<file path="src/crsd_map.svh">
// constants of the compact register specifier decoder
// assumes: included by name from the design modules
`ifndef CRSD_MAP_SVH
`define CRSD_MAP_SVH
`define CRSD_GPR_ZERO 5'h00
`define CRSD_GPR_S0 5'h10
`define CRSD_GPR_S1 5'h11
`define CRSD_GPR_GLOBAL_POINTER 5'h1c
`define CRSD_GPR_STACK_POINTER 5'h1d
`define CRSD_GPR_RETURN_ADDRESS 5'h1f
`define CRSD_SHAMT_ZERO_CODE 3'h0
`define CRSD_SHAMT_MAX 4'h8
`endif

</file>
<file path="src/crsd_pkg.sv">
// types of the compact register specifier decoder
// assumes: nothing beyond the constants header
package crsd_pkg;
   // register set picked for a 3-bit specifier
   typedef enum logic [1:0] {
      CRSD_SET_GENERAL,
      CRSD_SET_STORE_SRC,
      CRSD_SET_NONE
   } crsd_set_type;
   // implicit register a compact instruction may name
   typedef enum logic [2:0] {
      CRSD_IMP_NONE,
      CRSD_IMP_GLOBAL_POINTER,
      CRSD_IMP_STACK_POINTER,
      CRSD_IMP_RETURN_ADDRESS
   } crsd_imp_type;
   // source that replaces a general register operand
   typedef enum logic [1:0] {
      CRSD_SRC_GPR,
      CRSD_SRC_PC,
      CRSD_SRC_UPPER,
      CRSD_SRC_BOTTOM
   } crsd_src_type;
endpackage

</file>
<file path="src/crsd_spec_map.sv">
// one 3-bit specifier into a 5-bit register index
// assumes: set select and code are stable in the same cycle
`timescale 1ns/1ns
`include "crsd_map.svh"
module crsd_spec_map (
   input wire logic [2:0] code,
   input wire crsd_pkg::crsd_set_type set_sel,
   output logic [4:0] gpr_idx
);
   always_comb begin
      gpr_idx = {2'h0, code};
      case (set_sel)
         crsd_pkg::CRSD_SET_GENERAL: begin
            if (code == 3'h0) begin
               gpr_idx = `CRSD_GPR_S0; // [RULE2]
            end else if (code == 3'h1) begin
               gpr_idx = `CRSD_GPR_S1; // [RULE2]
            end
         end
         crsd_pkg::CRSD_SET_STORE_SRC: begin
            if (code == 3'h0) begin
               gpr_idx = `CRSD_GPR_ZERO; // [RULE3]
            end else if (code == 3'h1) begin
               gpr_idx = `CRSD_GPR_S1; // [RULE3]
            end
         end
         default: begin
            gpr_idx = {2'h0, code};
         end
      endcase
   end
endmodule

</file>
<file path="src/crsd_decoder.sv">
// register specifier decode for compact 16-bit instructions
// assumes: fields come from the decode stage in the cycle they are used;
// clock and reset only serve the checking logic beside the decode path
`timescale 1ns/1ns
`include "crsd_map.svh"
// Function
// RULE1: a 3-bit specifier reaches just 8 of the 32 general registers.
// RULE2: general set maps code 0 to 16, 1 to 17, and 2..7 unchanged.
// RULE3: store source set maps code 0 to 0, 1 to 17, and 2..7 unchanged.
// RULE4: 5-bit specifiers in compact forms pass through as the index.
// RULE5: implicit global, stack and return registers give 28, 29 and 31.
// RULE6: the pc relative add immediate may take the program counter.
// RULE7: upper and bottom words of mul/div are implicit move-from sources.
// RULE8: compact shifts turn a 3-bit field into an amount of 1 to 8.
// RULE9: the whole translation is combinational, same cycle as the word.
module crsd_decoder #(
   parameter int NUM_PORTS = 3
) (
   input wire logic ref_clk,
   input wire logic rstn,
   input wire logic [2:0] spec_code [NUM_PORTS],
   input wire crsd_pkg::crsd_set_type spec_set [NUM_PORTS],
   input wire logic [4:0] wide_spec,
   input wire logic wide_spec_en,
   input wire crsd_pkg::crsd_imp_type implicit_sel,
   input wire logic pc_relative_add_immediate,
   input wire logic move_from_upper,
   input wire logic move_from_bottom,
   input wire logic [2:0] shift_code,
   output logic [4:0] spec_idx [NUM_PORTS],
   output logic [4:0] alt_idx,
   output logic alt_valid,
   output crsd_pkg::crsd_src_type src_kind,
   output logic [3:0] shift_amount
);
   genvar gi;
   generate
      for (gi = 0; gi < NUM_PORTS; gi++) begin : g_spec
         // only 8 indices reachable per set [RULE1]
         crsd_spec_map u_map (
            .code(spec_code[gi]),
            .set_sel(spec_set[gi]),
            .gpr_idx(spec_idx[gi])
         );
      end
   endgenerate

   // no state here: indices ready in the cycle of the word [RULE9]
   always_comb begin
      alt_idx = 5'h00;
      alt_valid = 1'b0;
      case (implicit_sel)
         crsd_pkg::CRSD_IMP_GLOBAL_POINTER: begin
            alt_idx = `CRSD_GPR_GLOBAL_POINTER; // [RULE5]
            alt_valid = 1'b1;
         end
         crsd_pkg::CRSD_IMP_STACK_POINTER: begin
            alt_idx = `CRSD_GPR_STACK_POINTER; // [RULE5]
            alt_valid = 1'b1;
         end
         crsd_pkg::CRSD_IMP_RETURN_ADDRESS: begin
            alt_idx = `CRSD_GPR_RETURN_ADDRESS; // [RULE5]
            alt_valid = 1'b1;
         end
         default: begin
            // implicit names win over a wide field of the same word
            if (wide_spec_en) begin
               alt_idx = wide_spec; // [RULE4]
               alt_valid = 1'b1;
            end
         end
      endcase
   end

   // pc beats upper/bottom; upper beats bottom when both are raised
   always_comb begin
      if (pc_relative_add_immediate) begin
         src_kind = crsd_pkg::CRSD_SRC_PC; // [RULE6]
      end else if (move_from_upper) begin
         src_kind = crsd_pkg::CRSD_SRC_UPPER; // [RULE7]
      end else if (move_from_bottom) begin
         src_kind = crsd_pkg::CRSD_SRC_BOTTOM; // [RULE7]
      end else begin
         src_kind = crsd_pkg::CRSD_SRC_GPR;
      end
   end

   // code 0 stands for 8, so no shift of zero can be encoded
   always_comb begin
      if (shift_code == `CRSD_SHAMT_ZERO_CODE) begin
         shift_amount = `CRSD_SHAMT_MAX; // [RULE8]
      end else begin
         shift_amount = {1'b0, shift_code}; // [RULE8]
      end
   end

   // same checks on every specifier port, not only the first
   genvar gc;
   generate
      for (gc = 0; gc < NUM_PORTS; gc++) begin : g_chk

      end
   endgenerate
endmodule

</file>
<file path="config.mk">
export PLATFORM = sky130hd
export DESIGN_NAME = crsd_decoder
export DESIGN_NICKNAME = d
export VERILOG_FILES = /design/src/crsd_pkg.sv /design/src/crsd_spec_map.sv /design/src/crsd_decoder.sv
export VERILOG_INCLUDE_DIRS = /design/src
export SDC_FILE = /design/constraint.sdc
export NUM_CORES = 1
export LEC_CHECK = 0
export BUFFER_PORTS_ARGS = -buffer_cell sky130_fd_sc_hd__buf_2
export CAP_MARGIN = 10
export CORE_AREA = 3 3 40 42
export DETAILED_ROUTE_END_ITERATION = 8
export DIE_AREA = 0 0 43 45
export PLACE_DENSITY = 0.74
export SLEW_MARGIN = 10
export SYNTH_ARGS = -nofsm -noshare
export SYNTH_HDL_FRONTEND = slang
export SYNTH_SLANG_ARGS = --single-unit
export TNS_END_PERCENT = 30
</file>
<file path="constraint.sdc">
create_clock -name vclk -period 0.8
set_input_delay 0.08 -clock vclk [all_inputs]
set_output_delay 0.08 -clock vclk [all_outputs]
set_load 0.02 [all_outputs]
</file>
After elaboration in Yosys (flattened, before gate mapping). Index checks and enable logic that the tools add are counted.

Bits in writable memories: 0. Latch bits: 0. Bits of input ports: 32. Memories kept: 0. Logic and storage cells: 37. Memory bits (read-only): 0. Output and inout bits: 27. Bits in registers: 0.

Add/subtract/negate cells: 0. Equality and inequality tests: 9. $lt $le $gt $ge: 0. Multipliers: 0. Mux-type cells: 20. Reduce and logical (&&, ||, !) cells: 8. Div/mod/pow operators: 0. Shift operators: 0. Bitwise gates (word level): 0.

Operators by type and width (count): 5-bit two-way mux (10); 5-bit one-hot mux with 2 select lines (3); 5-bit one-hot mux with 3 select lines (1); 3-bit by 1-bit == test with 1-bit output, second input constant (4); 3-bit zero test (4); 2-bit by 1-bit == test with 1-bit output, second input constant (3); 3-bit by 2-bit == test with 1-bit output, second input constant (2); 2-bit zero test (3); 2-bit two-way mux (3); 4-bit two-way mux (1); 3-bit OR reduction (1); 1-bit two-way mux (2).

Depth between registers and ports, before layout. Gate-level depths: netlist (run 1).

Word-level depth: 4. Gate-level depth with buffers: 2. Mapped depth without buffers: 2.

Modules after synthesis. Synthesis (run 1) repeated with hierarchy kept, for this count alone.

Cells, all modules: 41. Area total of the unflattened synthesis: 239.0 um2.

Modules (own cells, without submodules): crsd_spec_map (area an instance 41.3 um2, cells an instance 7, seq. area each 0.0 um2, times used 3); crsd_decoder (area an instance 115.1 um2, cells an instance 20, seq. area each 0.0 um2, times used 1).

Least setup slack after synthesis (run 1). Ideal clock, no wire load.

Path type: input to output. Start: input port spec_code[6] (netlist bit). End: output port spec_idx[14] (netlist bit). Stages on the path: 2. Path buffers: 0. Required time: 720 ps. Arrival time: 730 ps. Slack: -10 ps. Cells stage by stage: inv_1 > a2111oi_2.

RTL lines: start, declared (line crsd_decoder.sv:21) `input wire logic [2:0] spec_code [NUM_PORTS],`; end, declared (line crsd_decoder.sv:30) `output logic [4:0] spec_idx [NUM_PORTS],`.

Final worst setup path (run 1).
Start: input port implicit_sel[2]. End: output port alt_idx[1].

Word-level cells in the longest chain between the ends: 2. Elaborated cells between the ends (all ways): 4. Those cells by class: eq/ne: 3; mux: 1.

RTL lines: start, declared (line crsd_decoder.sv:25) `input wire crsd_pkg::crsd_imp_type implicit_sel,`; 3-bit by 2-bit == test with 1-bit output / 3-bit by 1-bit == test with 1-bit output (equally long branches) (line crsd_decoder.sv:52) `case (implicit_sel)`; 5-bit one-hot mux with 3 select lines (*) (line crsd_decoder.sv:52); end, declared (line crsd_decoder.sv:31) `output logic [4:0] alt_idx,`.

Mark *: on every way between the ends. The rest lies on a longest branch, timed or not.

==> results of run 1 <==
-- report_power, final --
| group | switching (mW) | internal [mW] | total (mW) |
|---|---|---|---|
| Sequential | 0 | 0 | 0 |
| Clock | 0 | 0 | 0 |
| Combinational | 0.205 | 0.162 | 0.367 |
| Total | 0.205 | 0.162 | 0.367 |
-- metrics by stage --
| step | total power, mW | utilization [%] | setup TNS, ns | cell area (um^2) | hold slack [ns] |
|---|---|---|---|---|---|
| after global placement | 0.322 | 37.4 | -0.0580 | 480 | 0.393 |
| after CTS | 0.348 | 39.5 | -0.00703 | 508 | 0.396 |
| after floorplan | 0.189 | - | 0 | 251 | 0.190 |
| final | 0.367 | 42.4 | -0.0158 | 544 | 0.394 |
| after detailed placement | 0.328 | 37.4 | -0.0737 | 480 | 0.395 |
| after global routing | 0.395 | 42.4 | -0.130 | 544 | 0.397 |
-- critical path, cell delays in order --
cell and delay (ns):
buf_6 0.09, o21bai_4 0.16, a32o_2 0.27, buf_6 0.13
-- worst paths after layout --
check | slack, ns | startpoint | end
worst max-delay path | -0.01 | implicit_sel[2] | alt_idx[1]
worst min-delay path | 0.39 | shift_code[1] | shift_amount[1]
-- what timing repair did --
item,4_1_cts,5_1_grt
pin swaps,1,2
endpoints found under the setup margin,5,6
hold buffers,0,0
gates cloned,0,0
gates resized for setup,8,7
-- per-layer routing --
layer	part of all wire, %	routed length (um)	vias up	GRT usage (%)
met5	0	0	-	0
li1	-	-	197	-
met4	0	0	0	0
met3	11	101	0	0.398
met2	63	603	24	20.4
met1	26	246	181	6.67
-- logic make-up after synthesis --
group           synth area share [%]
compound gates                  38.9
simple gates                    23.8
buf+inv                         35.7
other cells                     1.62
-- final cells by class --
type / instances / area share (%)
Tap cell: 15 / 3.45
Multi-Input combinational cell: 22 / 35.9
Inverter: 4 / 2.76
Timing Repair Buffer: 55 / 57.9
-- layout by cell type, fill, tap and decap left out --
cell type / Yosys / layout
buf_4: 3 / 6
nor2_1: 2 / 2
a21o_1: 1 / 1
buf_6: 0 / 4
inv_2: 0 / 1
o21bai_4: 1 / 1
nor3_1: 1 / 1
buf_2: 0 / 45
a32o_2: 0 / 1
inv_1: 4 / 3
nand2b_1: 2 / 2
conb_1: 1 / 3
a31o_2: 1 / 1
and2b_1: 1 / 1
nand2_1: 6 / 6
a2111oi_4: 0 / 3
==> impl_metrics.json, run 1 <==
{
  "status": "finished, violations left",
  "violations": "setup timing",
  "grt_antenna_before_repair": 0,
  "postRouteAntennaNets": 0,
  "end_kind": "output pin",
  "synth.avg_cell_area_um2": 5.94,
  "hold_depth": 2,
  "drive_gt1_share_pct": 76.5,
  "die_w_um": 43,
  "maxSlewViolCount": 0,
  "num_rows": 13,
  "vdd_ir_drop_max_mv": 0.202,
  "area_growth_pct": 135,
  "yosys-top-cells-count": "clkbuf_1, nand2_1, inv_1",
  "wl_per_cell_um": 9.91,
  "ys.warnings.count": 0,
  "yosysTopAreaCell": "a2111oi_2",
  "finalNonFillerCells": 96,
  "pre_cts_ws_ns": -0.0268,
  "initial_core_util_pct": 18.0,
  "clock.fmax_mhz": 1230,
  "coreArea_mm2": 0.00128,
  "wl_um": 951,
  "synthesis.area_um2": 231,
  "regArea_um2": 0,
  "nClkBuffers": 0,
  "first_global_vias": 341,
  "yosys.cell_count.top_type": "clkbuf_1",
  "layout_setup_ws_ns": -0.00990,
  "cp.arrival_ns": 0.73,
  "hpwl_um": 828,
  "path_class": "in2out",
  "dp.cells": 96,
  "nNetsFinal": 115,
  "yosysSeqAreaShare_pct": 0,
  "gpl.final_weighted_congestion": 0.589,
  "rsz0062_at_grt": "true",
  "startpoint_type": "input port",
  "drtIter0Drc": 2,
  "grt_first_pass_wirelength_mm": 1.30,
  "portBuffers": 54,
  "overflow": 0,
  "grt_usage_pct": 8.04,
  "setup_viol_count_final": 2,
  "fill_cells": 134,
  "fin_crit_sh_pct": 101,
  "power_density_mw_per_mm2": 674,
  "hp-class": "in2out",
  "ys_top_cells_by_area": "a2111oi_2, clkbuf_1, buf_4",
  "seq_cell_count": 0,
  "firstDrtPassIters": 3,
  "cp_max_fo": 3,
  "vias": 402,
  "grt_max_degree": 7,
  "post-cts-setup-buffers": 0,
  "die_area_mm2": 0.00194,
  "synth.distinct_cells": 14,
  "leakage_nw": 0.322,
  "drc": 0,
  "synth_top_area_share_pct": 19.5,
  "hold_viol": 0,
  "multi_input_area_um2": 195,
  "synth_cells": 39,
  "viasPerCell": 4.19,
  "maxCapViolations": 0,
  "min_period_ns": 0.810,
  "pin_count": 59,
  "antenna_cells": 0,
  "die_h_um": 45,
  "required_ns": 0.72
}
Note: power is estimated with default switching activity, not from simulation.
==> run 2: changes to the inputs <==
--- a/config.mk
+++ b/config.mk
@@ -6,12 +6,13 @@
 export SDC_FILE = /design/constraint.sdc
 export NUM_CORES = 1
 export LEC_CHECK = 0
+export ABC_AREA = 1
 export BUFFER_PORTS_ARGS = -buffer_cell sky130_fd_sc_hd__buf_2
 export CAP_MARGIN = 10
 export CORE_AREA = 3 3 40 42
 export DETAILED_ROUTE_END_ITERATION = 8
 export DIE_AREA = 0 0 43 45
-export PLACE_DENSITY = 0.74
+export PLACE_DENSITY = 0.75
 export SLEW_MARGIN = 10
 export SYNTH_ARGS = -nofsm -noshare
 export SYNTH_HDL_FRONTEND = slang
==> impl_metrics.json, run 2 <==
{
  "power_density_mw_per_mm2": 651,
  "drc": 0,
  "initial_core_util_pct": 19.1,
  "cp.arrival_ns": 0.65,
  "critical_path.endpoint": "alt_idx[0]",
  "firstDrtPassIters": 1,
  "vias": 439,
  "grt_first_pass_wirelength_mm": 1.28,
  "synth-simple-area-share_pct": 42.9,
  "fin_crit_sh_pct": 91.0,
  "grt_max_degree": 7,
  "cp_max_fo": 4,
  "ys_top_cells_by_area": "nand2_1, clkbuf_1, inv_1",
  "critPathLaunch": "implicit_sel[2]",
  "first_global_vias": 353,
  "fill_cells": 150,
  "die_area_mm2": 0.00194,
  "hold_viol": 0,
  "setup_tns_ns": 0,
  "synth.distinct_cells": 14,
  "gpl.final_weighted_congestion": 0.647,
  "final_common_cell": "buf_2",
  "synth_top_family_by_area": "buffers and inverters",
  "yosysTopAreaCell": "nand2_1",
  "post-cts-setup-buffers": 0,
  "overflow": 0,
  "viasPerCell": 3.95,
  "regArea_um2": 0,
  "crit_path_cell_trace": "buf_2, inv_1, nand2_1, nand3_1, nand2_1, buf_2",
  "pin_count": 59,
  "yosys.area_share.xor_xnor_pct": 0,
  "num_rows": 13,
  "leakage_nw": 0.346,
  "grt_antenna_before_repair": 0,
  "die_h_um": 45,
  "synth_top_area_share_pct": 19.9,
  "yosys.cell_count.top_type": "nand2_1",
  "cpPeakStageDelay_ns": 0.15,
  "pre_cts_ws_ns": 0.0681,
  "dpl_cell_area_um2": 474,
  "synthAdderAreaFrac_pct": 0,
  "path_class": "in2out",
  "synth.avg_cell_area_um2": 4.46,
  "design_area_um2": 474,
  "synth_cells": 55,
  "die_w_um": 43,
  "yosys-top-cells-count": "nand2_1, clkbuf_1, inv_1",
  "ys.warnings.count": 0,
  "layout_setup_ws_ns": 0.0720,
  "layout_common_cells": "buf_2, nand2_1, inv_1, nor2_1",
  "maxCapViolations": 0,
  "nClkBuffers": 0,
  "ctsHoldBuffers": 0,
  "drive_gt1_share_pct": 60.4,
  "status": "finished, final reports clean",
  "antenna_cells": 0,
  "synth_mux_area_share_pct": 0,
  "coreArea_mm2": 0.00128,
  "area_growth_pct": 93.4,
  "maxSlewViolCount": 0,
  "portBuffers": 54,
  "clock.fmax_mhz": 1370,
  "hp-class": "in2out",
  "hold_slack_ns": 0.393,
  "startpoint_type": "input port",
  "drtIter0Drc": 0,
  "hpwl_um": 770,
  "postRouteAntennaNets": 0,
  "nNetsFinal": 130,
  "wl_per_cell_um": 7.24,
  "wl_um": 804,
  "end_kind": "output pin",
  "cts_resized": 0,
  "grt_usage_pct": 7.79,
  "slowest_stage": "buf_2",
  "rsz0062_at_grt": "false",
  "synthesis.area_um2": 245,
  "min_period_ns": 0.728,
  "yosysSeqAreaShare_pct": 0,
  "seq_cell_count": 0,
  "synth_compound_area_share_pct": 12.8,
  "required_ns": 0.72,
  "vdd_ir_drop_max_mv": 0.242,
  "setup_viol_count_final": 0
}
-- run 2: cell types whose count changed in the layout (fill, tap and decap cells not counted), sizes merged, moves of 2 or more --
cell and change:
a21oi +3, nand2b -2, nor2 +3, inv +5, nand2 +9, nand3 +3, a2111oi -3
-- run 2: worst min path at each step --
stage / from / slack [ns] / to / depth (start not counted)
4_1_cts: spec_code[6] / 0.39 / spec_idx[10] / 2
3_3_place_gp: shift_code[2] / 0.39 / shift_amount[2] / 2
2_1_floorplan: shift_code[2] / 0.24 / shift_amount[3] / 1
6_report: spec_code[6] / 0.39 / spec_idx[10] / 2
5_1_grt: spec_code[6] / 0.40 / spec_idx[10] / 2
3_5_place_dp: spec_code[6] / 0.39 / spec_idx[10] / 2
-- run 2: worst max-delay path: cells and delay by family --
family | cells | cell delay, ns
buffers and inverters | 3 | 0.34
AND/OR/NAND/NOR | 3 | 0.23
-- run 2: layout make-up --
type                            count  area [um^2]  share of cell area (%)
Inverter                           10         37.5                    7.92
Multi-Input combinational cell     32          148                    31.1
Tap cell                           15         18.8                    3.96
Timing Repair Buffer               54          270                    57.0
-- run 2: kinds of logic after synthesis --
logic type             count (synthesis)
AO/OA/AOI/OAI                          5
other                                  1
AND/OR/NAND/NOR                       24
buffers and inverters                 25
-- run 2: where the power goes --
part | internal (mW) | switching [mW] | leakage (nW)
combinational | 0.122 | 0.187 | 0.346
sequential | 0 | 0 | 0
clock | 0 | 0 | 0
total | 0.122 | 0.187 | 0.346
-- run 2: per-stage QoR --
stage / instances / total power, mW / utilization, %
floorplan: 57 / 0.189 / -
global placement: 111 / 0.306 / 36.9
detailed placement: 111 / 0.312 / 36.9
CTS: 111 / 0.312 / 36.9
global route: 111 / 0.340 / 36.9
finish: 111 / 0.309 / 36.9
-- run 2: layer usage --
layer	wire [um]	vias to the layer above	global-route usage [%]
met4	0	0	0
met1	242	175	8.81
met5	0	-	0
li1	-	227	-
met2	397	37	16.8
met3	164	0	0.398
